**src/rtl/bct_cfg.svh**
```systemverilog
// Constants for the bearer channel control error checker and retry timers.
// Assumes a 20 MHz clock; included by bare name from the three RTL modules.
`ifndef BCT_CFG_SVH
`define BCT_CFG_SVH
`define BCT_CLK_HZ 20000000
`define BCT_STEP_MS 100
`define BCT_STEP_CYC ((`BCT_CLK_HZ / 1000) * `BCT_STEP_MS)
`define BCT_TICK_DIV 10
`define BCT_REL_MS 2000
`define BCT_REL_STEPS (`BCT_REL_MS / `BCT_STEP_MS)
`define BCT_MIN_STEPS 4'h5
`define BCT_MAX_STEPS 4'hf
`define BCT_MIN_OCTETS 8'h04
`define BCT_NTMR 5
`endif

```
**src/rtl/bct_pkg.sv**
```systemverilog
// Types shared by the error checker and the retry timers.
// Assumes bct_cfg.svh is on the include path.
package bct_pkg;
  typedef enum logic [3:0] {
    BCT_CAUSE_NONE,
    BCT_CAUSE_SHORT_MSG,
    BCT_CAUSE_MAND_CONTENT,
    BCT_CAUSE_OPT_CONTENT,
    BCT_CAUSE_STATE_INCOMPAT,
    BCT_CAUSE_TOO_MANY,
    BCT_CAUSE_ALLOC_FAIL,
    BCT_CAUSE_ABORT_REL_FAIL,
    BCT_CAUSE_REL_FAIL,
    BCT_CAUSE_AUDIT_FAIL,
    BCT_CAUSE_FAULT_FAIL
  } bct_cause_t;
  typedef enum logic [2:0] {
    BCT_PE_NONE,
    BCT_PE_MAND_CONTENT,
    BCT_PE_OPT_CONTENT,
    BCT_PE_STATE_INCOMPAT,
    BCT_PE_TOO_MANY
  } bct_pe_t;
endpackage

```
**src/rtl/bct_err_timers.sv**
```systemverilog
// Message content checker and five supervision timers of a bearer channel
// control entity. Assumes an upstream parser presents one checked message
// summary per msg_valid pulse and that the protocol engine drives the
// timer start and stop strobes; all inputs are on this clock.
`timescale 1ns/10ps
`include "bct_cfg.svh"
module bct_err_timers
  import bct_pkg::*;
#(
  parameter int STEP_CYC = `BCT_STEP_CYC
) (
  input wire logic clock,
  input wire logic nrst,
  input wire logic access_side,
  input wire logic [3:0] timeout_steps,
  input wire logic msg_valid,
  input wire logic [7:0] msg_octets,
  input wire logic mand_len_err,
  input wire logic mand_unknown,
  input wire logic opt_len_err,
  input wire logic opt_uninterp,
  input wire logic [3:0] opt_err_index,
  input wire logic msg_unexpected,
  input wire logic opt_too_many,
  input wire logic alloc_sent,
  input wire logic alloc_done,
  input wire logic alloc_abort,
  input wire logic abort_rel_sent,
  input wire logic rel_sent,
  input wire logic rel_done,
  input wire logic audit_sent,
  input wire logic audit_done,
  input wire logic fault_sent,
  input wire logic fault_ack,
  output logic msg_accept,
  output logic msg_discard,
  output logic opt_drop,
  output logic [3:0] opt_drop_index,
  output logic pe_send,
  output bct_pe_t pe_cause,
  output logic mgmt_notify_primitive,
  output bct_cause_t mgmt_cause,
  output logic alloc_resend,
  output logic abort_rel_resend,
  output logic rel_resend,
  output logic audit_resend,
  output logic fault_resend,
  output logic [4:0] timers_running
);
  logic tick;
  logic [4:0] common_steps;
  logic [4:0] start_v;
  logic [4:0] stop_v;
  logic [4:0] resend_v;
  logic [4:0] expire_v;
  logic [4:0] expire_r;
  logic [4:0] run_v;
  bct_cause_t chk_cause;
  bct_pe_t chk_pe;
  logic chk_discard;

  // Clamp the shared timeout into 500..1500 ms, in 100 ms steps.
  function automatic logic [4:0] clamp_steps(input logic [3:0] s);
    if (s < `BCT_MIN_STEPS)
      clamp_steps = {1'b0, `BCT_MIN_STEPS};
    else if (s > `BCT_MAX_STEPS)
      clamp_steps = {1'b0, `BCT_MAX_STEPS};
    else
      clamp_steps = {1'b0, s};
  endfunction

  assign common_steps = clamp_steps(timeout_steps);

  // Only the side that owns a timer may start it.
  assign start_v = {fault_sent & access_side,
                    audit_sent & ~access_side,
                    rel_sent & ~access_side,
                    abort_rel_sent & ~access_side,
                    alloc_sent & ~access_side};
  assign stop_v = {fault_ack, audit_done, rel_done, rel_done, alloc_done | alloc_abort};

  bct_step_tick #(
    .STEP_CYC(STEP_CYC)
  ) u_tick (
    .clock(clock),
    .nrst(nrst),
    .tick(tick)
  );

  genvar gi;
  generate
    for (gi = 0; gi < `BCT_NTMR; gi++) begin : g_tmr
      bct_retry_timer u_tmr (
        .clock(clock),
        .nrst(nrst),
        .tick(tick),
        .start(start_v[gi]),
        .stop(stop_v[gi]),
        .steps((gi == 1 || gi == 2) ? 5'(`BCT_REL_STEPS) : common_steps),
        .running(run_v[gi]),
        .resend(resend_v[gi]),
        .expire(expire_v[gi])
      );
    end
  endgenerate

  // First failing check in precedence order decides the outcome.
  always_comb begin
    chk_cause = BCT_CAUSE_NONE;
    chk_pe = BCT_PE_NONE;
    chk_discard = 1'b0;
    if (msg_octets < `BCT_MIN_OCTETS) begin
      chk_cause = BCT_CAUSE_SHORT_MSG;
      chk_discard = 1'b1;
    end else if (mand_len_err || mand_unknown) begin
      chk_cause = BCT_CAUSE_MAND_CONTENT;
      chk_pe = BCT_PE_MAND_CONTENT;
      chk_discard = 1'b1;
    end else if (opt_len_err || opt_uninterp) begin
      chk_cause = BCT_CAUSE_OPT_CONTENT;
      chk_pe = BCT_PE_OPT_CONTENT;
    end else if (msg_unexpected) begin
      chk_cause = BCT_CAUSE_STATE_INCOMPAT;
      chk_pe = BCT_PE_STATE_INCOMPAT;
      chk_discard = 1'b1;
    end else if (opt_too_many) begin
      chk_cause = BCT_CAUSE_TOO_MANY;
      chk_pe = BCT_PE_TOO_MANY;
      chk_discard = 1'b1;
    end
  end

  // Verdict is registered; the caller holds protocol state until it arrives.
  always_ff @(posedge clock) begin
    if (!nrst) begin
      msg_accept <= 1'b0;
      msg_discard <= 1'b0;
      opt_drop <= 1'b0;
      opt_drop_index <= 4'h0;
      pe_send <= 1'b0;
      pe_cause <= BCT_PE_NONE;
    end else begin
      msg_accept <= msg_valid && !chk_discard;
      msg_discard <= msg_valid && chk_discard;
      opt_drop <= msg_valid && (chk_cause == BCT_CAUSE_OPT_CONTENT);
      opt_drop_index <= msg_valid ? opt_err_index : 4'h0;
      pe_send <= msg_valid && access_side && (chk_pe != BCT_PE_NONE);
      pe_cause <= (msg_valid && access_side) ? chk_pe : BCT_PE_NONE;
    end
  end

  // Timer resends are registered once more; conclusions wait behind errors until a cycle has none.
  always_ff @(posedge clock) begin
    if (!nrst) begin
      alloc_resend <= 1'b0;
      abort_rel_resend <= 1'b0;
      rel_resend <= 1'b0;
      audit_resend <= 1'b0;
      fault_resend <= 1'b0;
      timers_running <= 5'h0;
    end else begin
      alloc_resend <= resend_v[0];
      abort_rel_resend <= resend_v[1];
      rel_resend <= resend_v[2];
      audit_resend <= resend_v[3];
      fault_resend <= resend_v[4];
      timers_running <= run_v;
    end
  end

  // Pending timer conclusions; a new expiry is kept even while one is sent.
  always_ff @(posedge clock) begin
    if (!nrst) begin
      expire_r <= 5'h0;
      mgmt_notify_primitive <= 1'b0;
      mgmt_cause <= BCT_CAUSE_NONE;
    end else begin
      mgmt_notify_primitive <= 1'b0;
      mgmt_cause <= BCT_CAUSE_NONE;
      if (msg_valid && chk_cause != BCT_CAUSE_NONE) begin
        mgmt_notify_primitive <= 1'b1;
        mgmt_cause <= chk_cause;
        expire_r <= expire_r | expire_v;
      end else if ((expire_r | expire_v) != 5'h0) begin
        mgmt_notify_primitive <= 1'b1;
        priority casez (expire_r | expire_v)
          5'b????1: begin
            mgmt_cause <= BCT_CAUSE_ALLOC_FAIL;
            expire_r <= (expire_r | expire_v) & 5'h1e;
          end
          5'b???10: begin
            mgmt_cause <= BCT_CAUSE_ABORT_REL_FAIL;
            expire_r <= (expire_r | expire_v) & 5'h1c;
          end
          5'b??100: begin
            mgmt_cause <= BCT_CAUSE_REL_FAIL;
            expire_r <= (expire_r | expire_v) & 5'h18;
          end
          5'b?1000: begin
            mgmt_cause <= BCT_CAUSE_AUDIT_FAIL;
            expire_r <= (expire_r | expire_v) & 5'h10;
          end
          default: begin
            mgmt_cause <= BCT_CAUSE_FAULT_FAIL;
            expire_r <= 5'h0;
          end
        endcase
      end
    end
  end
endmodule // bct_err_timers

```
**src/rtl/bct_retry_timer.sv**
```systemverilog
// One supervision timer: start, stop, retry once, then conclude.
// Assumes a step tick from bct_step_tick on the same clock.
`timescale 1ns/10ps
`include "bct_cfg.svh"
module bct_retry_timer
  import bct_pkg::*;
(
  input wire logic clock,
  input wire logic nrst,
  input wire logic tick,
  input wire logic start,
  input wire logic stop,
  input wire logic [4:0] steps,
  output logic running,
  output logic resend,
  output logic expire
);
  logic [7:0] left_r;
  logic second_r;
  logic hit;

  // Ticks per timeout; loaded on start and again on the first expiry.
  function automatic logic [7:0] load_ticks(input logic [4:0] s);
    load_ticks = 8'(s) * 8'(`BCT_TICK_DIV);
  endfunction

  assign hit = running && tick && (left_r == 8'h1);

  // Start wins over stop; the first expiry reloads, the second concludes.
  always_ff @(posedge clock) begin
    if (!nrst) begin
      running <= 1'b0;
      second_r <= 1'b0;
      left_r <= 8'h0;
      resend <= 1'b0;
      expire <= 1'b0;
    end else begin
      resend <= 1'b0;
      expire <= 1'b0;
      if (start) begin
        running <= 1'b1;
        second_r <= 1'b0;
        left_r <= load_ticks(steps);
      end else if (stop) begin
        running <= 1'b0;
      end else if (hit && !second_r) begin
        resend <= 1'b1;
        second_r <= 1'b1;
        left_r <= load_ticks(steps);
      end else if (hit) begin
        expire <= 1'b1;
        running <= 1'b0;
      end else if (running && tick) begin
        left_r <= left_r - 8'h1;
      end
    end
  end
endmodule // bct_retry_timer

```
**src/rtl/bct_step_tick.sv**
```systemverilog
// Free running tick at a tenth of the 100 ms step for the retry timers.
// Assumes one 20 MHz clock and a synchronous active low reset.
`timescale 1ns/10ps
`include "bct_cfg.svh"
module bct_step_tick #(
  parameter int STEP_CYC = `BCT_STEP_CYC
) (
  input wire logic clock,
  input wire logic nrst,
  output logic tick
);
  localparam int TICK_CYC = STEP_CYC / `BCT_TICK_DIV;
  logic [31:0] cnt_r;

  // A free running tick starts each timer at an unknown phase.
  // Ticking ten times per step keeps that error to a tenth of one step.
  always_ff @(posedge clock) begin
    if (!nrst) begin
      cnt_r <= 32'h0;
      tick <= 1'b0;
    end else if (cnt_r == 32'(TICK_CYC - 1)) begin
      cnt_r <= 32'h0;
      tick <= 1'b1;
    end else begin
      cnt_r <= cnt_r + 32'h1;
      tick <= 1'b0;
    end
  end
endmodule // bct_step_tick

```
**config.mk**
```make
export PLATFORM = sky130hd
export DESIGN_NAME = bct_err_timers
export DESIGN_NICKNAME = d
export VERILOG_FILES = /design/src/rtl/bct_pkg.sv /design/src/rtl/bct_err_timers.sv /design/src/rtl/bct_retry_timer.sv /design/src/rtl/bct_step_tick.sv
export VERILOG_INCLUDE_DIRS = /design/src /design/src/rtl
export SDC_FILE = /design/constraint.sdc
export NUM_CORES = 1
export LEC_CHECK = 0
export ABC_AREA = 1
export BUFFER_PORTS_ARGS = -buffer_cell sky130_fd_sc_hd__buf_2
export CAP_MARGIN = 5
export CORE_ASPECT_RATIO = 0.5
export CORE_MARGIN = 10
export CORE_UTILIZATION = 61
export CTS_CLUSTER_DIAMETER = 120
export DETAILED_ROUTE_END_ITERATION = 7
export GPL_ROUTABILITY_DRIVEN = 0
export PLACE_DENSITY_LB_ADDON = 0.25
export SKIP_LAST_GASP = 1
export SLEW_MARGIN = 20
export SYNTH_ARGS = -nofsm -noshare
export SYNTH_HDL_FRONTEND = slang
export SYNTH_HIERARCHICAL = 1
export SYNTH_SLANG_ARGS = --single-unit
```
**constraint.sdc**
```tcl
create_clock -name clock -period 2.1 [get_ports clock]
set_input_delay 0.105 -clock clock [delete_from_list [all_inputs] [get_ports clock]]
set_output_delay 0.105 -clock clock [all_outputs]
set_load 0.01 [all_outputs]
```
==> run_results.csv <==
group,metric,value,unit
sta,max_freq,0.5549,GHz
clock_network,tritoncts_clock_tree,"done",
pwr,cellPowerDensity,664.0,nW/µm²
clock_network,cts_resized,0,
final_layout,area_growth_syn_to_layout,14.90,%
min_path,min_from,"mand_len_err",
route,route.detailed.wl_per_inst,13.02,µm
critical_path,capture_instance_of_the_worst_register_to_register_path,"g_tmr[3].u_tmr/left_r[3]$_SDFFE_PN0P_",
critical_path,criticalPathCategory,"reg2reg",
route,detailedRoute.firstPassIterationCount,5,
floorplanning,initial_core_utilization,63.28,%
floorplanning,boundary_pin_count,62,
final_layout,fillerInstances,1030,
synth,synth_sequential_area_ratio,30.45,%
final_layout,area.sequential,2482,µm²
sta,total_negative_slack_for_setup_checks,0,ns
sta,whs,0.04243,ns
synth,avgSynthCellArea,6.891,µm²
pwr,netSwitchingPower,0.001845,W
route,dr_total_vias,7685,
floorplanning,placement_rows,29,
sta,final_hold_viol_count,0,
floorplanning,die-height,101.7,µm
sta,min_period_over_period,85.82,%
clock_network,cts_root_buf,"sky130_fd_sc_hd__clkbuf_16",
sta,fin_worst_skew,0.007568,ns
synth,synthDominantCellAreaShare,30.45,%
floorplanning,die_x,183.5,µm
synth,post_synthesis_sequential_element_count,124,
synth,synth.lib_cells_used.distinct,34,
final_layout,antennaDiodeCount,0,
critical_path,r2r-start,"u_tick/tick$_SDFF_PN0_",
synth,synthesis.area,8152,µm²
clock_network,h-tree-depth,4,
floorplanning,floorplan.core_area,12880,µm²
clock_network,post_cts_hold_buffer_count,9,
critical_path,arrival,2.16,ns
sta,rsz0062_at_grt,"false",
clock_network,register_clock_pin_slew_on_the_reported_worst_setup_and_hold_paths,0.06,ns
critical_path,worstSetupStartpointType,"flip-flop",
sta,worst_slew_margin_rel,58.75,%
final_layout,final_layout_size_suffix_gt1_share,18.43,%
final_layout,finalNonFillerCells,1467,
clock_network,worstSkewPairLatency,0.41,ns
pwr,share_of_total_power_in_sequential_cells,40.0,%
global_route,grt_overflow,0,
final_layout,nets,1366,
job,cap_violations,0,
synth,synthesized_instance_count,1183,
critical_path,crit_fanout,10,
floorplanning,dieArea,18670,µm²
critical_path,worstSetupEndpointType,"flip-flop",
synth,synthTopCellsByArea,"sky130_fd_sc_hd__dfxtp_1 (30%), sky130_fd_sc_hd__nand2_1 (12%), sky130_fd_sc_hd__nor2_1 (8.3%), sky130_fd_sc_hd__inv_1 (6.6%), sky130_fd_sc_hd__ha_1 (6.3%)",
pwr,peakVddDrop,442.0,µV
min_path,hold_path_depth,4,
global_route,first_global_vias,7159,
clock_network,tritoncts_num_sinks,124,
global_route,grt_start_max_net_pins,31,
route,avgViaCountPerCell,5.239,
critical_path,timing.reg2reg.setup_slack,0.30,ns
pwr,sw_frac_of_total,29.66,%
clock_network,cts.repair_timing.setup_buffer_count,0,
pwr,part_of_the_power_in_the_clock_network,44.2,%
run_status,outcome,"finished clean",
sta,finalWorstPathRequiredPeriod,1.802,ns
synth,ys.warnings.count,6,
sta,final_max_slew_viol_count,0,
global_route,number_of_antenna_violations_at_the_first_check_in_global_routing,0,
synth,synth-async-reset-ratio,0,%
route,drc,0,
sta,worst_pin_slew,0.6188,ns
clock_network,numCtsBuffers,17,
critical_path,cp.required,2.46,ns
clock_network,cts_max_path_buffers,2,
min_path,timing.hold.worst_endpoint,"pe_cause[1]$_SDFF_PN0_",
global_route,wire_length_of_the_first_global_routing_pass,32290,µm
route,finalWirelength,19090,µm
pwr,cellInternalPower,0.004374,W
synth,postSynth.topFlopCell,"sky130_fd_sc_hd__dfxtp_1",
pwr,comb_power_share,15.8,%
route,drtAntennaViolNets,0,
placement,hpwl,13560,µm
min_path,hold_path.class,"in2reg",
pwr,leakagePower,4.385,nW
placement,total_placed_cells_including_tap_cells,1426,
sta,report.final.setup_viol,0,
global_route,globalRouteTotalUtil,20.51,%
route,first_iter_violations,495,
final_layout,multi_input_comb_area,5091,µm²
critical_path,number_of_cells_traversed_by_the_worst_register_to_register_path,6,
placement,placement.io_buffers,59,
synth,synth_edf_count,0,
synth,post-synth-top-area-cell,"sky130_fd_sc_hd__dfxtp_1",
## power by group through the flow
stage | Sequential, W | Combinational [W] | Clock (W)
2_1_floorplan | 0.00253 | 0.000744 | 0
3_3_place_gp | 0.00253 | 0.000905 | 0
3_5_place_dp | 0.00253 | 0.000934 | 0
4_1_cts | 0.00248 | 0.000962 | 0.00278
5_1_grt | 0.00249 | 0.00112 | 0.00290
6_report | 0.00249 | 0.000982 | 0.00275
## layout make-up
class	count	share of cell area, %
repair buffers	74	4.729
clock inverters	14	1.202
inverters	156	6.252
clock buffers	18	4.689
flip-flops and latches	124	26.50
well taps	170	2.271
multi-input cells	911	54.35
## routing by layer
metal  wire length, µm  track usage (%)  share of wire (%)
met3              1320            4.430                6.9
met5                 0                0                  0
met1              8339            24.55                 44
met4               430            7.697                2.3
met2              9003            35.80                 47
## sequential cells by signal, summed over array words and instances (netlist names), 3 cells and up
name,count
u_tick/cnt_r,32
g_tmr.u_tmr/expire,5
timers_running,5
g_tmr.u_tmr/resend,5
opt_drop_index,4
expire_r,5
g_tmr.u_tmr/running,5
g_tmr.u_tmr/second_r,5
mgmt_cause,4
g_tmr.u_tmr/left_r,40
pe_cause,3
## synthesized netlist by cell type (7+ instances only)
library cell / number
sky130_fd_sc_hd__nand4_1: 19
sky130_fd_sc_hd__ha_1: 41
sky130_fd_sc_hd__nor2_4: 16
sky130_fd_sc_hd__o21ai_0: 11
sky130_fd_sc_hd__a21boi_0: 26
sky130_fd_sc_hd__nand3_2: 8
sky130_fd_sc_hd__nand3b_1: 13
sky130_fd_sc_hd__o21ai_1: 9
sky130_fd_sc_hd__nand2_4: 7
sky130_fd_sc_hd__nand3_1: 98
sky130_fd_sc_hd__nand2_1: 265
sky130_fd_sc_hd__nor2_1: 181
sky130_fd_sc_hd__xnor2_1: 16
sky130_fd_sc_hd__inv_2: 13
sky130_fd_sc_hd__nor2_2: 68
sky130_fd_sc_hd__nor3_1: 9
sky130_fd_sc_hd__xor2_1: 22
sky130_fd_sc_hd__a21oi_1: 38
sky130_fd_sc_hd__nand2_2: 12
sky130_fd_sc_hd__inv_1: 143
sky130_fd_sc_hd__dfxtp_1: 124
sky130_fd_sc_hd__clkbuf_1: 13
## how the worst max path moves through the flow
stage                                start                                    end  slack [ns]  cells after the start
CTS                 u_tick/tick$_SDFF_PN0_  g_tmr[0].u_tmr/left_r[5]$_SDFFE_PN0P_        0.33                      7
floorplan                 timeout_steps[2]  g_tmr[0].u_tmr/left_r[6]$_SDFFE_PN0P_        0.29                     11
finish              u_tick/tick$_SDFF_PN0_  g_tmr[3].u_tmr/left_r[3]$_SDFFE_PN0P_        0.30                      6
detailed placement        timeout_steps[2]  g_tmr[3].u_tmr/left_r[6]$_SDFFE_PN0P_       -0.04                     12
global route        u_tick/tick$_SDFF_PN0_  g_tmr[3].u_tmr/left_r[2]$_SDFFE_PN0P_        0.14                      6
global placement          timeout_steps[2]  g_tmr[3].u_tmr/left_r[6]$_SDFFE_PN0P_        0.03                     12
## cells in the final DEF, fill, tap and decap left out, types with 19 or more instances in the layout
cell type and instances:
sky130_fd_sc_hd__nand3_1 98, sky130_fd_sc_hd__conb_1 26, sky130_fd_sc_hd__a21boi_0 26, sky130_fd_sc_hd__buf_2 59, sky130_fd_sc_hd__dfxtp_1 124, sky130_fd_sc_hd__nand2_1 265
sky130_fd_sc_hd__inv_1 143, sky130_fd_sc_hd__ha_1 41, sky130_fd_sc_hd__nor2_1 181, sky130_fd_sc_hd__nor2_2 68, sky130_fd_sc_hd__a21oi_1 38, sky130_fd_sc_hd__xor2_1 22
sky130_fd_sc_hd__nand4_1 19
## through the flow
step                      total power, W  setup slack [ns]  util (%)  area (µm²)
final                           0.006219            0.2978     72.71        9366
after global routing            0.006509            0.1407     72.71        9366
after CTS                       0.006231            0.3302     72.71        9366
after detailed placement        0.003468          -0.04115     67.73        8725
after global placement          0.003438           0.02715     67.73        8725
after floorplan                 0.003273            0.2915         -        8242
## worst max-delay path, stage by stage (launching register included)
cell and delay [ns]:
sky130_fd_sc_hd__dfxtp_1 0.65, sky130_fd_sc_hd__nand2_1 0.13, sky130_fd_sc_hd__inv_1 0.23, sky130_fd_sc_hd__nand4_4 0.20
sky130_fd_sc_hd__a21boi_0 0.35, sky130_fd_sc_hd__nor2_1 0.10, sky130_fd_sc_hd__nor2_2 0.08
## cell families (layout without fill, tap and decap cells)
logic type	after synthesis	after routing	share of synthesized area, %
other cells	2	26	0.09213
xor+xnor	38	38	4.083
buf+inv	172	262	8.196
fa+ha+maj	46	46	7.521
simple gates	713	713	43.21
flops	124	124	30.45
compound gates	88	88	6.447
Power figures use the tool's default switching activity.
